`src/core/rbt_cfg.svh`:
```
// Constants of the registered bus transceiver
`ifndef RBT_CFG_SVH
`define RBT_CFG_SVH

// ----------------------------------------------------------------
// Geometry
// ----------------------------------------------------------------
`define RBT_SLICE_W 8
`define RBT_SLICES 2

// ----------------------------------------------------------------
// Reset values of the control synchronisers
// ----------------------------------------------------------------
`define RBT_DRIVE_EN_N_RST 1'b1
`define RBT_CTRL_RST 1'b0

// ----------------------------------------------------------------
// Capture log buffer
// ----------------------------------------------------------------
`define RBT_LOG_DEPTH 2

`endif

```
`src/core/rbt_pkg.sv`:
```
// Types of the registered bus transceiver
package rbt_pkg;

  // Output mode of one slice
  typedef enum logic [1:0] {
    RBT_ISOLATE,
    RBT_DRIVE_A,
    RBT_DRIVE_B
  } rbt_mode_e;

endpackage : rbt_pkg

```
`src/core/rbt_stream_if.sv`:
```
// Valid/ready stream between the transceiver and its log buffer
`timescale 1ns/10ps
interface rbt_stream_if #(
  parameter int W = 36
);
  logic valid;
  logic ready;
  logic [W-1:0] data;

  modport src (
    output valid,
    output data,
    input ready
  );
  modport snk (
    input valid,
    input data,
    output ready
  );
endinterface : rbt_stream_if

```
`src/core/rbt_top.sv`:
```
// Registered bus transceiver: two 8-bit slices with storage registers
//
// Summary of operation
// - Two identical independently controlled 8-bit slices, usable together as 16 bits.
// - Rising a_capture_clk stores A port; rising b_capture_clk stores B port.
// - Capture happens on every rising edge regardless of enable or direction.
// - drive_enable_n high isolates both ports; registers hold without edges.
// - Isolated slice still stores A, B, or both in one cycle.
// - Enabled, flow B-to-A, live select: A driven with live B.
// - Enabled, flow B-to-A, stored select: A driven with B register.
// - Enabled, flow A-to-B, live select: B driven with live A.
// - Enabled, flow A-to-B, stored select: B driven with A register.
// - Never both ports of one slice driven; flow select alone picks the driven port.
// - In transceive mode the input port value may enter either register.
// - Switching live/stored source causes no glitch on the driven port.
`timescale 1ns/10ps
`include "rbt_cfg.svh"
module rbt_top #(
  parameter int SLICE_W = `RBT_SLICE_W,
  parameter int SLICES = `RBT_SLICES
) (
  // Clock and reset
  input wire logic clk,
  input wire logic rstn,
  // Per-slice controls (pins)
  input wire logic [SLICES-1:0] drive_enable_n,
  input wire logic [SLICES-1:0] a_to_b_flow_sel,
  input wire logic [SLICES-1:0] a_out_source_sel,
  input wire logic [SLICES-1:0] b_out_source_sel,
  input wire logic [SLICES-1:0] a_capture_clk,
  input wire logic [SLICES-1:0] b_capture_clk,
  // A port
  input wire logic [SLICES*SLICE_W-1:0] a_port_bits_i,
  output logic [SLICES*SLICE_W-1:0] a_port_bits_o,
  output logic [SLICES*SLICE_W-1:0] a_port_bits_oe,
  // B port
  input wire logic [SLICES*SLICE_W-1:0] b_port_bits_i,
  output logic [SLICES*SLICE_W-1:0] b_port_bits_o,
  output logic [SLICES*SLICE_W-1:0] b_port_bits_oe,
  // Capture log stream
  output logic log_valid,
  input wire logic log_ready,
  output logic [2*SLICES+2*SLICES*SLICE_W-1:0] log_data,
  output logic log_space,
  output logic log_overrun_q
);

  localparam int W = SLICES * SLICE_W;
  localparam int LOG_W = 2 * SLICES + 2 * W;

  // ----------------------------------------------------------------
  // Pin synchronisers
  // ----------------------------------------------------------------
  logic [W-1:0] a_in_s1_q;
  logic [W-1:0] a_in_s2_q;
  logic [W-1:0] b_in_s1_q;
  logic [W-1:0] b_in_s2_q;
  logic [SLICES-1:0] den_s1_q;
  logic [SLICES-1:0] den_s2_q;
  logic [SLICES-1:0] dir_s1_q;
  logic [SLICES-1:0] dir_s2_q;
  logic [SLICES-1:0] asel_s1_q;
  logic [SLICES-1:0] asel_s2_q;
  logic [SLICES-1:0] bsel_s1_q;
  logic [SLICES-1:0] bsel_s2_q;
  logic [SLICES-1:0] aclk_s1_q;
  logic [SLICES-1:0] aclk_s2_q;
  logic [SLICES-1:0] aclk_s3_q;
  logic [SLICES-1:0] bclk_s1_q;
  logic [SLICES-1:0] bclk_s2_q;
  logic [SLICES-1:0] bclk_s3_q;

  // Data and capture clocks pass the same two stages, so they stay aligned
  always_ff @(posedge clk or negedge rstn) begin
    if (!rstn) begin
      a_in_s1_q <= '0;
      a_in_s2_q <= '0;
      b_in_s1_q <= '0;
      b_in_s2_q <= '0;
    end else begin
      a_in_s1_q <= a_port_bits_i;
      a_in_s2_q <= a_in_s1_q;
      b_in_s1_q <= b_port_bits_i;
      b_in_s2_q <= b_in_s1_q;
    end
  end

  // Enables come up inactive so the ports start isolated
  always_ff @(posedge clk or negedge rstn) begin
    if (!rstn) begin
      den_s1_q <= {SLICES{`RBT_DRIVE_EN_N_RST}};
      den_s2_q <= {SLICES{`RBT_DRIVE_EN_N_RST}};
      dir_s1_q <= {SLICES{`RBT_CTRL_RST}};
      dir_s2_q <= {SLICES{`RBT_CTRL_RST}};
      asel_s1_q <= {SLICES{`RBT_CTRL_RST}};
      asel_s2_q <= {SLICES{`RBT_CTRL_RST}};
      bsel_s1_q <= {SLICES{`RBT_CTRL_RST}};
      bsel_s2_q <= {SLICES{`RBT_CTRL_RST}};
    end else begin
      den_s1_q <= drive_enable_n;
      den_s2_q <= den_s1_q;
      dir_s1_q <= a_to_b_flow_sel;
      dir_s2_q <= dir_s1_q;
      asel_s1_q <= a_out_source_sel;
      asel_s2_q <= asel_s1_q;
      bsel_s1_q <= b_out_source_sel;
      bsel_s2_q <= bsel_s1_q;
    end
  end

  always_ff @(posedge clk or negedge rstn) begin
    if (!rstn) begin
      aclk_s1_q <= '0;
      aclk_s2_q <= '0;
      aclk_s3_q <= '0;
      bclk_s1_q <= '0;
      bclk_s2_q <= '0;
      bclk_s3_q <= '0;
    end else begin
      aclk_s1_q <= a_capture_clk;
      aclk_s2_q <= aclk_s1_q;
      aclk_s3_q <= aclk_s2_q;
      bclk_s1_q <= b_capture_clk;
      bclk_s2_q <= bclk_s1_q;
      bclk_s3_q <= bclk_s2_q;
    end
  end

  // ----------------------------------------------------------------
  // Capture edges and storage
  // ----------------------------------------------------------------
  logic [SLICES-1:0] a_rise;
  logic [SLICES-1:0] b_rise;
  logic [W-1:0] a_store_q;
  logic [W-1:0] b_store_q;

  assign a_rise = aclk_s2_q & ~aclk_s3_q;
  assign b_rise = bclk_s2_q & ~bclk_s3_q;

  always_ff @(posedge clk) begin
    for (int s = 0; s < SLICES; s++) begin
      if (a_rise[s]) begin
        a_store_q[s*SLICE_W +: SLICE_W] <= a_in_s2_q[s*SLICE_W +: SLICE_W];
      end
      if (b_rise[s]) begin
        b_store_q[s*SLICE_W +: SLICE_W] <= b_in_s2_q[s*SLICE_W +: SLICE_W];
      end
    end
  end

  // ----------------------------------------------------------------
  // Output steering
  // ----------------------------------------------------------------
  // Flow select alone picks port
  function automatic rbt_pkg::rbt_mode_e mode_of(input logic den_n, input logic a_to_b);
    if (den_n) begin
      mode_of = rbt_pkg::RBT_ISOLATE;
    end else if (a_to_b) begin
      mode_of = rbt_pkg::RBT_DRIVE_B;
    end else begin
      mode_of = rbt_pkg::RBT_DRIVE_A;
    end
  endfunction : mode_of

  // Mux inputs are all flops on clk, so a select change cannot glitch
  always_comb begin
    a_port_bits_o = '0;
    a_port_bits_oe = '0;
    b_port_bits_o = '0;
    b_port_bits_oe = '0;
    for (int s = 0; s < SLICES; s++) begin
      a_port_bits_o[s*SLICE_W +: SLICE_W] = asel_s2_q[s] ?
        b_store_q[s*SLICE_W +: SLICE_W] : b_in_s2_q[s*SLICE_W +: SLICE_W];
      b_port_bits_o[s*SLICE_W +: SLICE_W] = bsel_s2_q[s] ?
        a_store_q[s*SLICE_W +: SLICE_W] : a_in_s2_q[s*SLICE_W +: SLICE_W];
      case (mode_of(den_s2_q[s], dir_s2_q[s]))
        rbt_pkg::RBT_DRIVE_A: begin
          a_port_bits_oe[s*SLICE_W +: SLICE_W] = '1;
        end
        rbt_pkg::RBT_DRIVE_B: begin
          b_port_bits_oe[s*SLICE_W +: SLICE_W] = '1;
        end
        default: begin
          a_port_bits_oe[s*SLICE_W +: SLICE_W] = '0;
          b_port_bits_oe[s*SLICE_W +: SLICE_W] = '0;
        end
      endcase
    end
  end

  // ----------------------------------------------------------------
  // Capture log
  // ----------------------------------------------------------------
  // Captures never stall; a full buffer drops the entry and flags it
  rbt_stream_if #(.W(LOG_W)) log_in ();
  rbt_stream_if #(.W(LOG_W)) log_out ();

  assign log_in.valid = |{a_rise, b_rise};
  assign log_in.data = {a_rise, b_rise, a_in_s2_q, b_in_s2_q};
  assign log_space = log_in.ready;
  assign log_valid = log_out.valid;
  assign log_data = log_out.data;
  assign log_out.ready = log_ready;

  rbt_buf2 #(
    .W(LOG_W),
    .DEPTH(`RBT_LOG_DEPTH)
  ) u_log_buf (
    .clk(clk),
    .rstn(rstn),
    .in_s(log_in),
    .out_s(log_out)
  );

  always_ff @(posedge clk or negedge rstn) begin
    if (!rstn) begin
      log_overrun_q <= 1'b0;
    end else if (log_in.valid && !log_in.ready) begin
      log_overrun_q <= 1'b1;
    end
  end

  for (genvar g = 0; g < SLICES; g++) begin : g_chk

  end
endmodule : rbt_top

```
`src/core/rbt_buf2.sv`:
```
// Two-entry buffer with valid and ready on both sides
`timescale 1ns/10ps
`include "rbt_cfg.svh"
module rbt_buf2 #(
  parameter int W = 36,
  parameter int DEPTH = `RBT_LOG_DEPTH
) (
  // Clock and reset
  input wire logic clk,
  input wire logic rstn,
  // Filling side
  rbt_stream_if.snk in_s,
  // Draining side
  rbt_stream_if.src out_s
);

  localparam int PW = (DEPTH > 1) ? $clog2(DEPTH) : 1;

  logic [W-1:0] mem_q [DEPTH];
  logic [PW-1:0] wr_q;
  logic [PW-1:0] rd_q;
  logic [PW:0] cnt_q;
  logic push;
  logic pop;

  // ----------------------------------------------------------------
  // Handshake
  // ----------------------------------------------------------------
  assign in_s.ready = (cnt_q != (PW+1)'(DEPTH));
  assign out_s.valid = (cnt_q != '0);
  assign out_s.data = mem_q[rd_q];
  assign push = in_s.valid && in_s.ready;
  assign pop = out_s.valid && out_s.ready;

  function automatic logic [PW-1:0] ptr_inc(input logic [PW-1:0] p);
    ptr_inc = (p == PW'(DEPTH - 1)) ? '0 : p + PW'(1);
  endfunction : ptr_inc

  // ----------------------------------------------------------------
  // Storage
  // ----------------------------------------------------------------
  // Data words need no reset; valid comes from the count
  always_ff @(posedge clk) begin
    if (push) begin
      mem_q[wr_q] <= in_s.data;
    end
  end

  always_ff @(posedge clk or negedge rstn) begin
    if (!rstn) begin
      wr_q <= '0;
      rd_q <= '0;
      cnt_q <= '0;
    end else begin
      if (push) begin
        wr_q <= ptr_inc(wr_q);
      end
      if (pop) begin
        rd_q <= ptr_inc(rd_q);
      end
      cnt_q <= cnt_q + (PW+1)'(push) - (PW+1)'(pop);
    end
  end

endmodule : rbt_buf2

```
`config.mk`:
```
export PLATFORM = sky130hd
export DESIGN_NAME = rbt_top
export DESIGN_NICKNAME = d
export VERILOG_FILES = /design/src/core/rbt_pkg.sv /design/src/core/rbt_stream_if.sv /design/src/core/rbt_top.sv /design/src/core/rbt_buf2.sv
export VERILOG_INCLUDE_DIRS = /design/src /design/src/core
export SDC_FILE = /design/constraint.sdc
export NUM_CORES = 1
export LEC_CHECK = 0
export BUFFER_PORTS_ARGS = -buffer_cell sky130_fd_sc_hd__buf_2
export CAP_MARGIN = 20
export CORE_MARGIN = 5
export CORE_UTILIZATION = 25
export CTS_CLUSTER_DIAMETER = 120
export DETAILED_ROUTE_END_ITERATION = 12
export MAX_ROUTING_LAYER = met4
export PLACE_DENSITY = 0.45
export REMOVE_ABC_BUFFERS = 1
export SYNTH_ARGS = -nofsm -noshare
export SYNTH_HDL_FRONTEND = slang
export SYNTH_HIERARCHICAL = 1
export SYNTH_SLANG_ARGS = --single-unit
```
`constraint.sdc`:
```
create_clock -name clk -period 3.1 [get_ports clk]
set_input_delay 0.775 -clock clk [delete_from_list [all_inputs] [get_ports clk]]
set_output_delay 0.775 -clock clk [all_outputs]
set_load 0.1 [all_outputs]
```
==> tab_implementation.tex <==
\begin{tabular}{lr}
\hline
Metric & Value \\
\hline
\multicolumn{2}{l}{\textbf{Outcome}} \\
\quad Outcome & finished clean \\
\multicolumn{2}{l}{\textbf{Timing}} \\
\quad Fraction of the cycle the final worst path needs & 89.6\% \\
\quad Maximum clock rate & 360 MHz \\
\quad Final-report setup violation count & 0 \\
\quad Worst Tran Pin Value & 546 ps \\
\quad Max Clock Skew & 9.01 ps \\
\quad Setup TNS & 0 ps \\
\quad Final-report hold violation count & 0 \\
\quad Max-slew violation count & 0 \\
\quad Time the final worst path needs with I/O delays and setup & 2780 ps \\
\quad Unrepaired setup endpoints after global routing & no \\
\quad Rel. slew slack & 63.6\% \\
\quad Worst hold margin & 261 ps \\
\quad Worst path setup slack after routing & 321 ps \\
\multicolumn{2}{l}{\textbf{Global route}} \\
\quad GR Util All Layers & 9.01\% \\
\quad Vias in the first global route & 3631 \\
\quad Wire length of the first global-routing pass & 21000 um \\
\quad Largest net degree at the start of global routing & 63 \\
\quad Final global-route overflow total & 0 \\
\quad Number of antenna violations at the first check in global routing & 0 \\
\multicolumn{2}{l}{\textbf{Routing}} \\
\quad First DRT Iteration DRCs & 92 \\
\quad Total met2 wirelength after detailed routing & 6770 um \\
\quad DRT Pass-1 Iters & 4 \\
\quad Routed Wire Length & 13600 um \\
\quad Post-route DRC & 0 \\
\quad Sum of met3 wire segment lengths after detailed routing & 928 um \\
\quad Post-DR vias/cell & 3.86 \\
\quad Top sig layer & met4 \\
\quad Remaining antenna violation count after routing & 0 \\
\quad Wire length per cell after detailed routing & 16.3 um \\
\quad Post-Route M1 WL & 5640 um \\
\quad Via count of the routed design & 3221 \\
\multicolumn{2}{l}{\textbf{Setup path}} \\
\quad Delay of the slowest critical-path stage & 600 ps \\
\quad Reg2Reg Capture Point & u\_log\_buf/cnt\_q[1]\$\_DFF\_PN0\_ \\
\quad Data arrival, critical path & 2000 ps \\
\quad Register-to-register setup slack & 1020 ps \\
\quad Critical Path Slowest Stage Cell & sky130\_fd\_sc\_hd\_\_dfrtp\_2 \\
\quad Worst path buffer plus inverter count & 2 \\
\quad Cell type group with the largest total delay on the critical path & flip-flops \\
\quad RR Startpoint & aclk\_s2\_q[0]\$\_DFF\_PN0\_ \\
\quad R2r worst-path depth & 7 \\
\quad Critical path fanouts, max & 23 \\
\quad Required time of the critical path & 2320 ps \\
\quad Crit end category & output pin \\
\quad List of cells traversed by the critical path & buf\_12 -> mux2\_2 -> buf\_2 \\
\quad CP startpoint kind & flip-flop \\
\quad Kind of critical path & flip-flop to output pin \\
\multicolumn{2}{l}{\textbf{Power}} \\
\quad Total power after layout & 9.83 mW \\
\quad Peak ir drop on the vdd network & 0.564 mV \\
\quad Leakage power & 3.51 nW \\
\quad Total power divided by cell area & 1140 nW/um2 \\
\multicolumn{2}{l}{\textbf{Place}} \\
\quad Worst slack at placement & 797 ps \\
\quad HPWL reported at the end of detailed placement & 8820 um \\
\quad Placement-stage cell area & 7800 um2 \\
\quad Final weighted congestion in routability-driven placement & 0.704 \\
\quad Count of input and output buffers & 149 \\
\quad Placed cells & 794 \\
\multicolumn{2}{l}{\textbf{Clock network}} \\
\quad Bufs on Longest Clock Path & 3 \\
\quad TritonCTS clock tree & yes \\
\quad Number of gates resized after CTS & 0 \\
\quad Post-CTS Setup Inserts & 0 \\
\quad Root buffer selected by CTS & sky130\_fd\_sc\_hd\_\_clkbuf\_16 \\
\quad Hold\_buf cts & 0 \\
\quad Maximum level of the CTS H-tree & 1 \\
\quad Clock-pin transition on the worst setup and hold timing paths & 60 ps \\
\quad Inserted Clock Buffers & 23 \\
\quad Clock insertion delay at the later pin of the skew report & 490 ps \\
\quad CTS sink count & 201 \\
\multicolumn{2}{l}{\textbf{Layout}} \\
\quad Finished Core Util & 32.0\% \\
\quad Area growth from synthesis to layout & 26.8\% \\
\quad Count of filler cells inserted in the layout & 2650 \\
\quad Final cell count without fillers & 835 \\
\quad Net count of the finished layout & 526 \\
\quad Fraction of final layout cells with drive strength greater than 1 & 53.8\% \\
\quad Ant. Diodes & 0 \\
\quad Final non-filler cell area & 8610 um2 \\
\multicolumn{2}{l}{\textbf{Logic synthesis}} \\
\quad Synth Area per Inst & 20.3 um2 \\
\quad Post-synth design cell area & 6790 um2 \\
\quad Number of standard cells after synthesis & 334 \\
\quad Yosys reg bits & 201 \\
\quad Distinct cell type count of the synthesized netlist & 24 \\
\quad Fraction of the yosys area taken by sequential cells & 81.8\% \\
\quad Warning count from the yosys run & 6 \\
\multicolumn{2}{l}{\textbf{Die}} \\
\quad Placeable core region & 26900 um2 \\
\quad I/O pin total & 150 \\
\quad Cell Rows & 60 \\
\quad Die X-Extent & 175 um \\
\quad Die outline height & 175 um \\
\quad Area of the die & 30600 um2 \\
\quad Initial core utilization & 25.3\% \\
\multicolumn{2}{l}{\textbf{Worst hold path}} \\
\quad Worst Hold Class & input port to asynchronous set/reset pin \\
\multicolumn{2}{l}{\textbf{Job}} \\
\quad \# Max-Cap Violations & 0 \\
\hline
\end{tabular}
## cells in the final DEF (no fill, tap or decap), drive strengths merged
cell type,instances
mux2,68
buf,155
clkinv,2
dfrtp,93
xnor2,3
a32oi,1
clkbuf,34
nand3,1
a211oi,1
bufinv,5
o21ai,1
edfxtp,104
a21o,1
nand2b,1
or2,1
nand2,2
dfstp,4
or4,1
ha,1
and3,1
nor2b,7
nor2,5
inv,1
a21bo,1
## worst max path at each step
stage | endpoint | slack [ps] | cells after the start | from
floorplan | b_port_bits_oe[0] | -8340 | 1 | dir_s2_q[0]$_DFF_PN0_
finish | log_data[21] | 320 | 3 | u_log_buf/rd_q$_DFFE_PN0P_
detailed placement | log_data[21] | 800 | 3 | u_log_buf/rd_q$_DFFE_PN0P_
global placement | log_data[7] | 840 | 3 | u_log_buf/rd_q$_DFFE_PN0P_
global route | log_data[7] | 220 | 3 | u_log_buf/rd_q$_DFFE_PN0P_
CTS | log_data[21] | 260 | 3 | u_log_buf/rd_q$_DFFE_PN0P_
## cell type report
class                   count  area, um2  share of cell area [%]
flip-flops and latches    201       5560                    64.5
multi-input cells          96        972                    11.3
repair buffers            155        843                    9.80
clock buffers              34        647                    7.51
well taps                 341        427                    4.96
clock inverters             7        159                    1.85
inverters                   1       3.75                  0.0436
## Yosys cell counts
library cell	count	area [um2]
sky130_fd_sc_hd__inv_1	1	3.75
sky130_fd_sc_hd__a211oi_1	1	7.51
sky130_fd_sc_hd__or2_2	1	6.26
sky130_fd_sc_hd__and3_1	1	6.26
sky130_fd_sc_hd__nand3_1	1	5.00
sky130_fd_sc_hd__dfrtp_1	93	2330
sky130_fd_sc_hd__nand2_1	2	7.51
sky130_fd_sc_hd__edfxtp_1	104	3120
sky130_fd_sc_hd__nand2b_1	1	6.26
sky130_fd_sc_hd__dfstp_2	4	105
sky130_fd_sc_hd__ha_1	1	12.5
sky130_fd_sc_hd__a21o_1	1	7.51
sky130_fd_sc_hd__buf_4	29	218
sky130_fd_sc_hd__nor2b_1	5	31.3
sky130_fd_sc_hd__xnor2_1	3	26.3
sky130_fd_sc_hd__nor2_1	5	18.8
sky130_fd_sc_hd__a32oi_1	1	8.76
sky130_fd_sc_hd__clkbuf_1	4	15.0
sky130_fd_sc_hd__or4_4	1	11.3
sky130_fd_sc_hd__a21bo_1	1	10.0
sky130_fd_sc_hd__mux2_2	68	766
sky130_fd_sc_hd__o21ai_0	1	5.00
sky130_fd_sc_hd__buf_6	3	33.8
sky130_fd_sc_hd__nor2b_4	2	27.5
## logic make-up (layout without fill, tap and decap cells)
family | count (synthesis) | after routing | synth area share (%)
flip-flops | 201 | 201 | 81.8
multiplexers | 68 | 68 | 11.3
buffers and inverters | 37 | 197 | 3.98
AND/OR/NAND/NOR | 19 | 19 | 1.77
AO/OA/AOI/OAI | 5 | 5 | 0.571
XOR/XNOR | 3 | 3 | 0.387
adder cells (fa/ha/maj) | 1 | 1 | 0.184
## layer usage
layer,vias to the layer above,track usage (%)
li1,1472,-
met5,-,-
met3,27,2.42
met4,0,2.72
met2,110,14.9
met1,1612,10.9
## power by group
part | internal [mW] | switching (mW) | total, mW
logic | 0.633 | 2.87 | 3.50
clock network | 1.85 | 1.02 | 2.87
registers | 3.28 | 0.176 | 3.46
## registers in the layout, summed over array words and instances (netlist names), 16 cells and up
signal / flops
b_in_s1_q: 16
u_log_buf/mem_q: 72
a_store_q: 16
a_in_s2_q: 16
b_in_s2_q: 16
a_in_s1_q: 16
b_store_q: 16
(Power assumes the default switching activity.)
